## src/kpi_map.vh

```
// kpi_map.vh - constants for the pin interrupt unit: offsets, fields, reset values
// assumes inclusion by bare name from the design file; definitions only
// Summary of operation
// - eight inputs, each enabled on its own
// - clock gate bit set by reset
// - keeps working in wait, can wake
// - retained stop: detects pins, wakes when enabled
// - deepest stop disables, returns at reset
// - debug mode: operates exactly as run
// - flag at bit 3, writes ignored
// - acknowledge bit 2, write 1, reads 0
// - enable bit 1 gates the request
// - mode bit 0 selects edge or edge+level
// - pin enable bit includes that input
// - polarity bit picks edge, level and pull
// - edges sampled once per bus cycle
// - edge needs prior deasserted sample
// - falling edge: 1 then 0
// - rising edge: 0 then 1
// - valid edge sets flag, request if enabled
// - write 1 to acknowledge clears flag
// - polarity programmable per input
// - level mode: asserted level sets flag
// - acknowledge clears only if all deasserted
// - polarity 0 pull-up, 1 pull-down
`ifndef KPI_MAP_VH
`define KPI_MAP_VH

// ***************************************************************
// register byte offsets
// ***************************************************************
`define KPI_OFS_STATUS_CONTROL 4'h0
`define KPI_OFS_ENABLE_SELECT  4'h4
`define KPI_OFS_POLARITY       4'h8
`define KPI_OFS_CLOCK_GATE     4'hC

// ***************************************************************
// status/control fields
// ***************************************************************
`define KPI_BIT_FLAG   3
`define KPI_BIT_ACK    2
`define KPI_BIT_IRQEN  1
`define KPI_BIT_MODE   0

// ***************************************************************
// reset values
// ***************************************************************
`define KPI_RST_CTRL     2'h0
`define KPI_RST_ENABLE   8'h00
`define KPI_RST_POLARITY 8'h00
`define KPI_RST_GATE     1'h1

// ***************************************************************
// bus responses
// ***************************************************************
`define KPI_RESP_OKAY   2'h0
`define KPI_RESP_SLVERR 2'h2

`endif

```

## src/kpi_pin_irq_unit.v

```verilog
// kpi_pin_irq_unit.v - eight-input pin interrupt unit with an axi4-lite register slave
// assumes pins are asynchronous to clk_sys; low-power entry is signalled by the system controller
// one small cell per pin repeats the synchroniser and the detector
`include "kpi_map.vh"

// ***************************************************************
// one pin: synchroniser, arming and edge/level detection
// ***************************************************************
module kpi_pin_cell
(
	input  wire clk_sys,
	input  wire unit_reset,
	input  wire pin_raw,
	input  wire source_enable,
	input  wire polarity,
	input  wire level_mode,
	output wire asserted,
	output wire hit
);

	reg  pin_meta;
	reg  pin_sync;
	reg  pin_prev;
	reg  pin_armed;
	wire prev_asserted;
	wire edge_hit;

	// two stages before any detection logic sees the pin
	always @(posedge clk_sys)
	begin
		pin_meta <= pin_raw;
		pin_sync <= pin_meta;
	end

	// polarity 0 means active low, 1 active high
	assign asserted      = (pin_sync ~^ polarity) & source_enable;
	assign prev_asserted = pin_prev ~^ polarity;
	// edge only counts once the pin was armed by a deasserted sample
	assign edge_hit      = asserted & ~prev_asserted & pin_armed;
	// a held level keeps hitting, so acknowledge cannot clear it early
	assign hit           = edge_hit | (level_mode & asserted);

	// one sample per bus cycle, also in wait, retained stop and debug
	always @(posedge clk_sys)
	begin
		if (unit_reset)
		begin
			pin_prev  <= 1'b0;
			pin_armed <= 1'b0;
		end
		else
		begin
			pin_prev  <= pin_sync;
			pin_armed <= source_enable & ~asserted;
		end
	end

endmodule // kpi_pin_cell

module kpi_pin_irq_unit
(
	input  wire        clk_sys,
	input  wire        srst,
	input  wire        deepest_stop_mode,
	input  wire        retained_stop_mode,
	input  wire [7:0]  pin_in,
	output reg  [7:0]  pin_pull_down,
	output reg         irq_request,
	output reg         wake_request,
	output reg         peripheral_clock_gate_2,
	input  wire [3:0]  s_axi_awaddr,
	input  wire        s_axi_awvalid,
	output reg         s_axi_awready,
	input  wire [31:0] s_axi_wdata,
	input  wire [3:0]  s_axi_wstrb,
	input  wire        s_axi_wvalid,
	output reg         s_axi_wready,
	output reg  [1:0]  s_axi_bresp,
	output reg         s_axi_bvalid,
	input  wire        s_axi_bready,
	input  wire [3:0]  s_axi_araddr,
	input  wire        s_axi_arvalid,
	output reg         s_axi_arready,
	output reg  [31:0] s_axi_rdata,
	output reg  [1:0]  s_axi_rresp,
	output reg         s_axi_rvalid,
	input  wire        s_axi_rready
);

	// ***************************************************************
	// state
	// ***************************************************************
	reg  [7:0] pin_source_enable;
	reg  [7:0] pin_polarity_select;
	reg        irq_request_enable;
	reg        detect_mode_select;
	reg        pin_event_flag;
	reg  [3:0] aw_addr;
	reg        aw_held;
	reg [31:0] w_data;
	reg  [3:0] w_strb;
	reg        w_held;

	reg [31:0] next_rdata;
	reg  [1:0] next_rresp;
	reg        next_pin_event_flag;
	reg        next_irq_request;
	reg        next_wake_request;

	wire [7:0] pin_asserted;
	wire [7:0] pin_hit;
	wire       event_hit;
	wire       ack_clears;
	genvar     pin_idx;
	wire       unit_reset;
	wire       do_write;
	wire       ack_write;
	wire       write_ok;
	wire       do_read;

	// deepest stop powers the unit down; it comes back as after reset
	assign unit_reset = srst | deepest_stop_mode;

	// ***************************************************************
	// detection
	// ***************************************************************
	// eight identical cells, each with its own synchroniser and history
	generate
		for (pin_idx = 0; pin_idx < 8; pin_idx = pin_idx + 1)
		begin : g_pin
			kpi_pin_cell i_cell
			(
				.clk_sys       (clk_sys),
				.unit_reset    (unit_reset),
				.pin_raw       (pin_in[pin_idx]),
				.source_enable (pin_source_enable[pin_idx]),
				.polarity      (pin_polarity_select[pin_idx]),
				.level_mode    (detect_mode_select),
				.asserted      (pin_asserted[pin_idx]),
				.hit           (pin_hit[pin_idx])
			);
		end
	endgenerate

	// any enabled pin raises the shared flag
	assign event_hit  = |pin_hit;
	// acknowledge only works once every enabled pin is back at rest
	assign ack_clears = ack_write && (pin_asserted == 8'h00);

	// ***************************************************************
	// register bus
	// ***************************************************************
	// address and data may arrive in either order; each is held until both are in
	assign do_write  = aw_held & w_held & ~s_axi_bvalid;
	assign write_ok  = (aw_addr == `KPI_OFS_STATUS_CONTROL) || (aw_addr == `KPI_OFS_ENABLE_SELECT) ||
		(aw_addr == `KPI_OFS_POLARITY) || (aw_addr == `KPI_OFS_CLOCK_GATE);
	assign ack_write = do_write && (aw_addr == `KPI_OFS_STATUS_CONTROL) && w_strb[0] &&
		w_data[`KPI_BIT_ACK];
	assign do_read   = s_axi_arvalid & s_axi_arready;

	// write address: taken once, refused until the response is taken
	always @(posedge clk_sys)
	begin
		if (srst)
		begin
			aw_held       <= 1'b0;
			aw_addr       <= 4'h0;
			s_axi_awready <= 1'b1;
		end
		else if (do_write)
		begin
			aw_held <= 1'b0;
		end
		else if (s_axi_awvalid && s_axi_awready)
		begin
			aw_addr       <= s_axi_awaddr;
			aw_held       <= 1'b1;
			s_axi_awready <= 1'b0;
		end
		else if (s_axi_bvalid && s_axi_bready)
		begin
			s_axi_awready <= 1'b1;
		end
	end

	// write data: same rules as the address half
	always @(posedge clk_sys)
	begin
		if (srst)
		begin
			w_held       <= 1'b0;
			w_data       <= 32'h00000000;
			w_strb       <= 4'h0;
			s_axi_wready <= 1'b1;
		end
		else if (do_write)
		begin
			w_held <= 1'b0;
		end
		else if (s_axi_wvalid && s_axi_wready)
		begin
			w_data       <= s_axi_wdata;
			w_strb       <= s_axi_wstrb;
			w_held       <= 1'b1;
			s_axi_wready <= 1'b0;
		end
		else if (s_axi_bvalid && s_axi_bready)
		begin
			s_axi_wready <= 1'b1;
		end
	end

	// response: raised once both halves are in, held until taken
	always @(posedge clk_sys)
	begin
		if (srst)
		begin
			s_axi_bvalid <= 1'b0;
			s_axi_bresp  <= `KPI_RESP_OKAY;
		end
		else if (do_write)
		begin
			s_axi_bvalid <= 1'b1;
			s_axi_bresp  <= write_ok ? `KPI_RESP_OKAY : `KPI_RESP_SLVERR;
		end
		else if (s_axi_bvalid && s_axi_bready)
		begin
			s_axi_bvalid <= 1'b0;
		end
	end

	// ***************************************************************
	// control registers
	// ***************************************************************
	// only byte lane 0 carries register bits; other lanes are ignored
	always @(posedge clk_sys)
	begin
		if (unit_reset)
		begin
			{irq_request_enable, detect_mode_select} <= `KPI_RST_CTRL;
			pin_source_enable   <= `KPI_RST_ENABLE;
			pin_polarity_select <= `KPI_RST_POLARITY;
		end
		else if (do_write && w_strb[0])
		begin
			if (aw_addr == `KPI_OFS_STATUS_CONTROL)
			begin
				irq_request_enable <= w_data[`KPI_BIT_IRQEN];
				detect_mode_select <= w_data[`KPI_BIT_MODE];
			end
			if (aw_addr == `KPI_OFS_ENABLE_SELECT)
				pin_source_enable <= w_data[7:0];
			if (aw_addr == `KPI_OFS_POLARITY)
				pin_polarity_select <= w_data[7:0];
		end
	end

	// clock gate lives outside the unit's own reset domain: any system reset sets it
	always @(posedge clk_sys)
	begin
		if (srst)
			peripheral_clock_gate_2 <= `KPI_RST_GATE;
		else if (do_write && w_strb[0] && aw_addr == `KPI_OFS_CLOCK_GATE)
			peripheral_clock_gate_2 <= w_data[0];
	end

	// ***************************************************************
	// event flag
	// ***************************************************************
	// set beats acknowledge; acknowledge fails while any enabled pin is asserted
	always @*
	begin
		next_pin_event_flag = pin_event_flag;
		if (event_hit)
			next_pin_event_flag = 1'b1;
		else if (ack_clears)
			next_pin_event_flag = 1'b0;
	end

	always @(posedge clk_sys)
	begin
		if (unit_reset)
			pin_event_flag <= 1'b0;
		else
			pin_event_flag <= next_pin_event_flag;
	end

	// ***************************************************************
	// outputs
	// ***************************************************************
	// built from the next flag so the request drops with the flag; it follows the enable register one cycle later
	always @*
	begin
		next_irq_request  = next_pin_event_flag & irq_request_enable;
		// wake needs both the pin and the interrupt enabled
		next_wake_request = (event_hit | pin_event_flag) & irq_request_enable &
			(retained_stop_mode | 1'b1);
	end

	always @(posedge clk_sys)
	begin
		if (unit_reset)
		begin
			irq_request  <= 1'b0;
			wake_request <= 1'b0;
		end
		else
		begin
			irq_request  <= next_irq_request;
			wake_request <= next_wake_request;
		end
	end

	// pull selection trails the polarity register by one cycle
	always @(posedge clk_sys)
	begin
		if (unit_reset)
			pin_pull_down <= 8'h00;
		else
			pin_pull_down <= pin_polarity_select;
	end

	// ***************************************************************
	// read channel
	// ***************************************************************
	// read mux: unmapped offsets answer zero with an error
	always @*
	begin
		next_rdata = 32'h00000000;
		next_rresp = `KPI_RESP_OKAY;
		case (s_axi_araddr)
			`KPI_OFS_STATUS_CONTROL:
				next_rdata = {28'h0000000, pin_event_flag, 1'b0, irq_request_enable, detect_mode_select};
			`KPI_OFS_ENABLE_SELECT:
				next_rdata = {24'h000000, pin_source_enable};
			`KPI_OFS_POLARITY:
				next_rdata = {24'h000000, pin_polarity_select};
			`KPI_OFS_CLOCK_GATE:
				next_rdata = {31'h00000000, peripheral_clock_gate_2};
			default:
				next_rresp = `KPI_RESP_SLVERR;
		endcase
	end

	// one read in flight; arready drops until the data is taken
	always @(posedge clk_sys)
	begin
		if (srst)
		begin
			s_axi_arready <= 1'b1;
			s_axi_rvalid  <= 1'b0;
			s_axi_rdata   <= 32'h00000000;
			s_axi_rresp   <= `KPI_RESP_OKAY;
		end
		else if (do_read)
		begin
			s_axi_arready <= 1'b0;
			s_axi_rvalid  <= 1'b1;
			s_axi_rresp   <= next_rresp;
			s_axi_rdata   <= next_rdata;
		end
		else if (s_axi_rvalid && s_axi_rready)
		begin
			s_axi_rvalid  <= 1'b0;
			s_axi_arready <= 1'b1;
		end
	end

endmodule // kpi_pin_irq_unit

```

## config.mk

```make
export PLATFORM = sky130hd
export DESIGN_NAME = kpi_pin_irq_unit
export DESIGN_NICKNAME = d
export VERILOG_FILES = /design/src/kpi_pin_irq_unit.v
export VERILOG_INCLUDE_DIRS = /design/src /design/src/src
export SDC_FILE = /design/constraint.sdc
export NUM_CORES = 1
export LEC_CHECK = 0
export BUFFER_PORTS_ARGS = -buffer_cell sky130_fd_sc_hd__buf_2
export CELL_PAD_IN_SITES_DETAIL_PLACEMENT = 0
export CELL_PAD_IN_SITES_GLOBAL_PLACEMENT = 1
export CORE_MARGIN = 2
export CORE_UTILIZATION = 30
export DETAILED_ROUTE_END_ITERATION = 8
export GPL_ROUTABILITY_DRIVEN = 1
export HOLD_SLACK_MARGIN = 0.06
export PLACE_DENSITY_LB_ADDON = 0.12
export SETUP_SLACK_MARGIN = 0.02
export SLEW_MARGIN = 30
export SYNTH_ARGS = -nofsm -noshare
export SYNTH_HDL_FRONTEND = slang
export SYNTH_HIERARCHICAL = 1
export SYNTH_SLANG_ARGS = --single-unit
```

## constraint.sdc

```tcl
create_clock -name clk_sys -period 1.9 [get_ports clk_sys]
set_clock_uncertainty 0.1 [all_clocks]
set_input_delay 0.285 -clock clk_sys [delete_from_list [all_inputs] [get_ports clk_sys]]
set_output_delay 0.285 -clock clk_sys [all_outputs]
set_load 0.02 [all_outputs]
```

==> out/qor.yml, run 1 <==
rsz0062_at_grt: "yes"
avgSynthCellArea_sq_um: 9.55
finalHoldViolations: 0
post-route-min-period_ns: 2.05
powerDensity_mw_per_mm2: 834
dp.final_hpwl_mm: 6.90
drt.antenna.violating_nets: 0
antenna_cells: 0
synth.top_cell.area_share_pct: 48.3
dpl-instance-area_sq_mm: 0.00441
gp_congestion: 0.770
fill_cells: 1357
synth_edf_count: 0
combPwrFrac_pct: 8.7
yosysWarnings: 6
fp.dieH_um: 117
power.internal_w: 0.00307
routed_wl_mm: 10.1
firstDrtPassIters: 4
yosysMostFrequentCell: "dfxtp_1"
holdWs_ns: 0.0852
final_cells: 670
clkTransAtPathRegs_ns: 0.06
htree_levels: 3
area_growth_pct: 27.9
arrival_ns: 2.17
cts_inserted_buffers: 9
initial_core_util_pct: 30.4
cts_tree: "built"
dp.cells: 643
path_max_fanout: 4
fmax_ghz: 0.488
cp.required_ns: 2.02
drc: 0
synth_seq_area_share_pct: 48.3
violations: "setup timing"
startpoint_type: "register"
dieWidth_um: 117
synth_cell_types: 45
finish.instance_area_sq_mm: 0.00487
antenna_found_initial: 0
synth_seq_cells: 92
nets: 555
path_class: "reg2reg"
synthArstFlopShare_pct: 0
min_path_type: "in2reg"
dieArea_sq_mm: 0.0136
synth_common_cells: "dfxtp_1 (92), a21oi_1 (51), o21ai_0 (39)"
numClockSinks: 92
p_leak_nw: 1.97
clk_latency_ns: 0.34
slew_violations: 0
period_share_pct: 108
grt_max_degree: 35
setup_ws_ns: -0.151
grt_pass1_wl_mm: 15.8
clk_path_buf_depth: 2
post_drt_wl_per_cell_um: 15.0
power_w: 0.00407
status: "finished with violations"
seq_power_share_pct: 50.2
grt_pass1_vias: 2995
vias: 3118
syn_inst: 399
netlist_area_sq_mm: 0.00381
synth_flop_cell: "dfxtp_1"
vdd_ir_drop_max_uv: 370
core_sq_mm: 0.0125
drt_first_iter_violations: 163
grt.overflow.total: 0
row_count: 41
netlist_top_cells_area: "dfxtp_1 (48%), a21oi_1 (6.7%), o21ai_0 (5.1%)"
root_buffer: "clkbuf_16"
viasPerCell: 4.65
boundaryPins: 113
end_kind: "register"
io_buffers: 58
grt_usage_pct: 15.6
netSwitchingPower_w: 0.000997
finalSetupViolations: 3
swShare_pct: 24.5
drive_gt1_share_pct: 27.7
maxCapViolCount: 0
finish.utilization_pct: 38.9
clkPwrFrac_pct: 41.2
yosys.area.top_type: "dfxtp_1"
-- cell families (layout without fill, tap and decap cells) --
logic type | after synthesis | after routing | synth area share [%]
mux | 3 | 3 | 1.12
other cells | 1 | 26 | 0.0984
flops | 92 | 92 | 48.3
compound gates | 115 | 115 | 19.2
xor+xnor | 8 | 8 | 1.84
simple gates | 126 | 126 | 21.2
buf+inv | 54 | 128 | 8.18
-- cell type report --
class                           instances  area, sq um  area share [%]
Tap cell                              172          215            4.42
Multi-Input combinational cell        278         1840            37.8
Inverter                               11         41.3           0.847
Sequential cell                        92         1850            37.9
Clock buffer                           13          260            5.34
Timing Repair Buffer                  102          659            13.5
Clock inverter                          2         10.0           0.205
-- layer usage --
metal  vias to the layer above  part of all wire [%]  track usage, %
li1                       1581                     -               -
met1                      1475                    47            20.1
met2                        50                    48            25.6
met3                        12                   2.9            2.85
met4                         0                   2.0            7.06
met5                         -                     0               0
-- final timing paths --
kind         depth (start not counted)                startpoint                        to  slack (ns)
max                                  6        detect_mode_select               irq_request       -0.15
min                                  3            s_axi_wdata[0]                 w_data[0]        0.09
max reg2reg                          6        detect_mode_select               irq_request       -0.15
min reg2reg                          0  g_pin[6].i_cell/pin_meta  g_pin[6].i_cell/pin_sync        0.23
-- what timing repair did --
| action | in CTS | in global routing |
|---|---|---|
| endpoints found under the setup margin | 3 | 3 |
| pin swaps | 4 | 1 |
| endpoints found under the hold margin | 8 | 0 |
| hold buffers | 8 | 0 |
| buffers inserted | 4 | 0 |
| gates resized for setup | 8 | 10 |
-- power by group through the flow --
stage / Clock [W] / Combinational [W] / Sequential, W
2_1_floorplan: 0 / 0.000242 / 0.00209
3_3_place_gp: 0 / 0.000339 / 0.00208
3_5_place_dp: 0 / 0.000341 / 0.00208
4_1_cts: 0.00172 / 0.000354 / 0.00204
5_1_grt: 0.00181 / 0.000390 / 0.00205
6_report: 0.00167 / 0.000352 / 0.00204
-- cell usage in the layout (no fill, tap or decap), drive strengths merged, types with 2 or more instances in the layout --
master / n
clkinv: 3
dlygate4sd3: 8
nor2: 5
clkbuf: 13
or4b: 2
nor4: 2
nor3: 13
o2bb2ai: 2
and2: 18
nand2b: 2
o21ai: 39
conb: 26
nand4: 5
and3b: 11
or4: 2
o2111ai: 8
nor2b: 17
dfxtp: 92
nand4b: 2
mux2i: 2
inv: 10
a32o: 3
and4b: 2
nand2: 10
or3: 2
a21oi: 51
o41ai: 8
xnor2: 8
nand3: 28
buf: 94
-- worst max-delay path: stages (launching register included) --
cell and delay, ns:
dfxtp_4 0.36, buf_6 0.13, o2111ai_4 0.21, o41ai_4 0.12
or4_4 0.54, o311a_1 0.33, a21boi_1 0.14
-- stage by stage --
stage	TNS [ns]	setup WS, ns
final	-0.373	-0.151
after floorplan	-0.00670	-0.00670
after global routing	-0.520	-0.191
after global placement	-0.209	-0.0778
after detailed placement	-0.321	-0.124
after CTS	-0.363	-0.132
-- registers in the layout, summed over array words and instances, names as in the netlist, 4 cells and up --
name,count
g_pin.i_cell/pin_armed,8
g_pin.i_cell/pin_meta,8
g_pin.i_cell/pin_prev,8
g_pin.i_cell/pin_sync,8
pin_polarity_select,8
pin_pull_down,8
pin_source_enable,8
s_axi_rdata,8
w_data,8
aw_addr,4
Power figures use the tool's default switching activity.
==> run 2: changes to the inputs <==
--- a/config.mk
+++ b/config.mk
@@ -9,6 +9,7 @@
 export BUFFER_PORTS_ARGS = -buffer_cell sky130_fd_sc_hd__buf_2
 export CELL_PAD_IN_SITES_DETAIL_PLACEMENT = 0
 export CELL_PAD_IN_SITES_GLOBAL_PLACEMENT = 1
+export CORE_ASPECT_RATIO = 1.25
 export CORE_MARGIN = 2
 export CORE_UTILIZATION = 30
 export DETAILED_ROUTE_END_ITERATION = 8
==> constraint.sdc (replaced) <==
create_clock -name clk_sys -period 1.9 [get_ports clk_sys]
set_clock_uncertainty 0.1 [all_clocks]
set_input_delay 0.285 -clock clk_sys [delete_from_list [all_inputs] [get_ports clk_sys]]
set_output_delay 0.285 -clock clk_sys [all_outputs]
set_load 0.01 [all_outputs]
==> out/qor.yml, run 2 (same netlist as run 1, synthesis figures left out) <==
arrival_ns: 2.11  # was 2.17 ns
post-route-min-period_ns: 2.00  # was 2.05 ns
cp.required_ns: 2.01  # was 2.02 ns
end_kind: "register"  # unchanged
numClockSinks: 92  # unchanged
seq_area_sq_mm: 0.00185  # about the same
grt_max_degree: 23  # was 35
grt_usage_pct: 14.4  # was 15.6%
firstDrtPassIters: 4  # unchanged
path_max_fanout: 18  # was 4
path_cells: "o2111ai_2 > o41ai_2 > or4_4 > o311a_1 > a21boi_1"  # was buf_6 > o2111ai_4 > o41ai_4 > or4_4 > o311a_1 > a21boi_1
finish.utilization_pct: 37.7  # was 38.9%
finalSetupViolations: 3  # unchanged
root_buffer: "clkbuf_16"  # unchanged
powerDensity_mw_per_mm2: 846  # was 834 mW/mm^2
antenna_cells: 0  # unchanged
drt_first_iter_violations: 122  # was 163
clk_path_buf_depth: 2  # unchanged
vdd_ir_drop_max_uv: 339  # was 370 uV
rsz0062_at_grt: "yes"  # unchanged
most-common-layout-cells: "dfxtp_1 (91), buf_2 (58), a21oi_1 (51)"  # was dfxtp_1 (90), buf_2 (58), a21oi_1 (48)
p_leak_nw: 1.92  # was 1.97 nW
maxCapViolCount: 0  # unchanged
row_count: 46  # was 41
fill_cells: 1372  # was 1357
power_w: 0.00400  # was 0.00407 W
area_growth_pct: 24.2  # was 27.9%
clk_latency_ns: 0.34  # about the same
slew_violations: 0  # unchanged
antenna_found_initial: 0  # unchanged
violations: "setup timing"  # unchanged
period_share_pct: 105  # was 108%
cts_setup_buffers: 0  # was 4
core_sq_mm: 0.0125  # about the same
drt.antenna.violating_nets: 0  # unchanged
final_common_cell: "dfxtp_1"  # unchanged
drive_gt1_share_pct: 25.1  # was 27.7%
drc: 0  # unchanged
finalHoldViolations: 0  # unchanged
critical_path_buf_inv_count: 0  # was 1
vias: 3073  # was 3118
path_delay_family: "compound AO/OA/AOI/OAI gates"  # unchanged
initial_core_util_pct: 30.4  # about the same
dieArea_sq_mm: 0.0136  # about the same
fp.dieH_um: 130  # was 117 um
grt_pass1_wl_mm: 15.3  # was 15.8 mm
grt_pass1_vias: 2986  # was 2995
fmax_ghz: 0.500  # was 0.488 GHz
viasPerCell: 4.66  # was 4.65
grt.overflow.total: 0  # unchanged
dieWidth_um: 105  # was 117 um
htree_levels: 3  # unchanged
startpoint_type: "register"  # unchanged
io_buffers: 58  # unchanged
status: "finished with violations"  # unchanged
gp_congestion: 0.742  # was 0.770
dp.final_hpwl_mm: 6.96  # was 6.90 mm
path_class: "reg2reg"  # unchanged
min_path_type: "in2reg"  # unchanged
cts_inserted_buffers: 9  # unchanged
routed_wl_mm: 9.51  # was 10.1 mm
setup_ws_ns: -0.101  # was -0.151 ns
cts_tree: "built"  # unchanged
multi_input_area_sq_mm: 0.00179  # was 0.00184 sq mm
post_drt_wl_per_cell_um: 14.4  # was 15.0 um
clkTransAtPathRegs_ns: 0.07  # was 0.06 ns
nets: 547  # was 555
cp_slowest_stage_delay_ns: 0.55  # was 0.54 ns
slowest_stage: "or4_4"  # unchanged
boundaryPins: 113  # unchanged
-- run 2: what timing repair did --
item                                    CTS  global route
hold buffers                              8             0
pin swaps                                 1             1
endpoints found under the setup margin    3             3
gates cloned                              0             0
endpoints found under the hold margin     8             0
gates resized for setup                   0             2
-- run 2: cell type report --
| type | instances | share of cell area, % |
|---|---|---|
| repair buffers | 94 | 12.3 |
| well taps | 168 | 4.44 |
| inverters | 11 | 0.872 |
| flip-flops and latches | 92 | 39.0 |
| clock buffers | 12 | 5.21 |
| clock inverters | 4 | 0.502 |
| multi-input cells | 278 | 37.7 |
-- run 2: metrics by stage --
step	hold slack [ns]	setup TNS, ns	instance area (sq um)	setup slack [ns]	std cells
2_1_floorplan	0.210	-0.00670	3930	-0.00670	424
6_report	0.0903	-0.267	4730	-0.101	659
3_5_place_dp	0.212	-0.312	4370	-0.118	635
5_1_grt	0.0809	-0.445	4730	-0.162	659
4_1_cts	0.0807	-0.317	4720	-0.118	659
3_3_place_gp	0.212	-0.230	4370	-0.0903	635
-- run 2: where the power goes --
group / switching [W] / total, W / internal [W] / leakage, nW
sequential: 0.0000550 / 0.00204 / 0.00199 / 0.753
combinational: 0.000178 / 0.000306 / 0.000128 / 1.03
clock: 0.000736 / 0.00166 / 0.000920 / 0.133
total: 0.000969 / 0.00400 / 0.00304 / 1.92
-- run 2: layer usage --
metal | vias to the layer above | routed length [um] | global-route usage [%]
li1 | 1576 | - | -
met5 | - | 0 | 0
met3 | 7 | 279 | 3.05
met2 | 52 | 4730 | 24.9
met4 | 0 | 123 | 5.41
met1 | 1438 | 4380 | 17.8
-- run 2: tightest hold or removal path: cells and delay by family --
family	cells	cell delay [ns]
buf+inv	1	0.09
simple gates	1	0.05
compound gates	1	0.05
-- run 2: final timing paths --
kind                            depth (start not counted)                      from                       end  slack [ns]
worst min-delay path                                    3            s_axi_wdata[3]                 w_data[3]        0.09
worst max-delay path                                    5        detect_mode_select               irq_request       -0.10
worst max register to register                          5        detect_mode_select               irq_request       -0.10
worst min register to register                          0  g_pin[7].i_cell/pin_meta  g_pin[7].i_cell/pin_sync        0.23
==> run 3: changes to the inputs <==
==> constraint.sdc (replaced) <==
create_clock -name clk_sys -period 1.9 [get_ports clk_sys]
set_clock_uncertainty 0.1 [all_clocks]
set_input_delay 0.285 -clock clk_sys [delete_from_list [all_inputs] [get_ports clk_sys]]
set_output_delay 0.285 -clock clk_sys [all_outputs]
set_load 0.1 [all_outputs]
==> out/qor.yml, run 3 (same netlist as run 1, synthesis figures left out) <==
period_share_pct: 106  # was 105%
drt_first_iter_violations: 150  # was 122
dieWidth_um: 105  # unchanged
fmax_ghz: 0.495  # was 0.500 GHz
firstDrtPassIters: 4  # unchanged
grt_usage_pct: 14.8  # was 14.4%
io_buffers: 58  # unchanged
startpoint_type: "register"  # unchanged
status: "finished with violations"  # unchanged
dieArea_sq_mm: 0.0136  # unchanged
vdd_ir_drop_max_uv: 411  # was 339 uV
clk_latency_ns: 0.35  # was 0.34 ns
setup_ws_ns: -0.120  # was -0.101 ns
p_leak_nw: 1.96  # was 1.92 nW
dp.final_hpwl_mm: 6.88  # was 6.96 mm
fp.dieH_um: 130  # unchanged
finalSetupViolations: 3  # unchanged
cts_inserted_buffers: 9  # unchanged
holdWs_ns: 0.0826  # was 0.0903 ns
slew_violations: 0  # unchanged
grt_pass1_wl_mm: 15.5  # was 15.3 mm
core_sq_mm: 0.0125  # unchanged
finalHoldViolations: 0  # unchanged
dp.cells: 633  # was 635
rsz0062_at_grt: "yes"  # unchanged
vias: 3136  # was 3073
clk_path_buf_depth: 2  # unchanged
area_growth_pct: 27.7  # was 24.2%
drc: 0  # unchanged
grt.overflow.total: 0  # unchanged
antenna_found_initial: 0  # unchanged
boundaryPins: 113  # unchanged
finish.utilization_pct: 38.8  # was 37.7%
violations: "setup timing"  # unchanged
nets: 547  # unchanged
final_cells: 659  # unchanged
htree_levels: 3  # unchanged
grt_pass1_vias: 2915  # was 2986
root_buffer: "clkbuf_16"  # unchanged
clkTransAtPathRegs_ns: 0.07  # about the same
initial_core_util_pct: 30.4  # unchanged
post_drt_wl_per_cell_um: 15.1  # was 14.4 um
drt.antenna.violating_nets: 0  # unchanged
routed_wl_mm: 9.94  # was 9.51 mm
grt_max_degree: 35  # was 23
max_slew_margin_pct: 61.9
powerDensity_mw_per_mm2: 904  # was 846 mW/mm^2
path_max_fanout: 6  # was 18
worst_pin_slew_ns: 0.571
viasPerCell: 4.76  # was 4.66
arrival_ns: 2.15  # was 2.11 ns
most-common-layout-cells: "dfxtp_1 (88), buf_2 (58), a21oi_1 (47)"  # was dfxtp_1 (91), buf_2 (58), a21oi_1 (51)
fill_cells: 1325  # was 1372
row_count: 46  # unchanged
min_path_type: "in2reg"  # unchanged
drive_gt1_share_pct: 27.5  # was 25.1%
cp.required_ns: 2.03  # was 2.01 ns
tns_ns: -0.300  # was -0.267 ns
end_kind: "register"  # unchanged
final_common_cell: "dfxtp_1"  # unchanged
antenna_cells: 0  # unchanged
maxCapViolCount: 0  # unchanged
path_class: "reg2reg"  # unchanged
gp_congestion: 0.749  # was 0.742
cts_tree: "built"  # unchanged
post-route-min-period_ns: 2.02  # was 2.00 ns
numClockSinks: 92  # unchanged
run 3: changes by cell type in the layout (fill, tap and decap cells not counted), sizes merged:
cell / delta
clkinvlp: -1
clkbuf: -1
clkinv: +2
run 3: report_power, final:
group	leakage (nW)	switching [W]	internal [W]
clock network	0.151	0.000762	0.00100
logic	1.05	0.000463	0.000127
registers	0.754	0.0000558	0.00199
run 3: layout make-up:
class                      instances  area, sq um  share of cell area [%]
multi-input combinational        278         1850                    38.1
clock inverter                     5         32.5                   0.669
inverter                          11         41.3                   0.849
clock buffer                      11          264                    5.43
timing repair buffer              94          613                    12.6
sequential                        92         1850                    38.0
tap                              168          210                    4.32
run 3: routing by layer:
metal	part of all wire, %	global-route usage, %
met2	49	25.2
met4	2.3	6.82
met1	45	18.1
met3	3.9	3.15
met5	0	0
run 3: worst max-delay path: stages (launching register included):
cell       delay (ns)
dfxtp_4          0.39
buf_12           0.16
o2111ai_2        0.17
o41ai_2          0.11
or4_4            0.53
o311a_1          0.31
a21boi_1         0.13
run 3: timing repair:
action                                  in CTS  in global routing
endpoints found under the hold margin        8                  0
buffers inserted                             0                  2
gates resized for setup                      0                 20
hold buffers                                 8                  0
endpoints found under the setup margin       3                  3
pin swaps                                    0                  1
run 3: path summary, 6_finish.rpt:
path                              end  slack (ns)                      from  cells after the start
max reg2reg               irq_request       -0.12        detect_mode_select                      6
max                       irq_request       -0.12        detect_mode_select                      6
min reg2reg  g_pin[6].i_cell/pin_sync        0.22  g_pin[6].i_cell/pin_meta                      0
min                        aw_addr[1]        0.08           s_axi_awaddr[1]                      3
run 3: metrics by stage:
stage / worst slack (ns) / power (W) / area [sq um]
2_1_floorplan: -0.00670 / 0.00258 / 3930
3_3_place_gp: -0.0968 / 0.00266 / 4370
3_5_place_dp: -0.106 / 0.00266 / 4370
4_1_cts: -0.109 / 0.00446 / 4750
5_1_grt: -0.176 / 0.00458 / 4860
6_report: -0.120 / 0.00440 / 4860
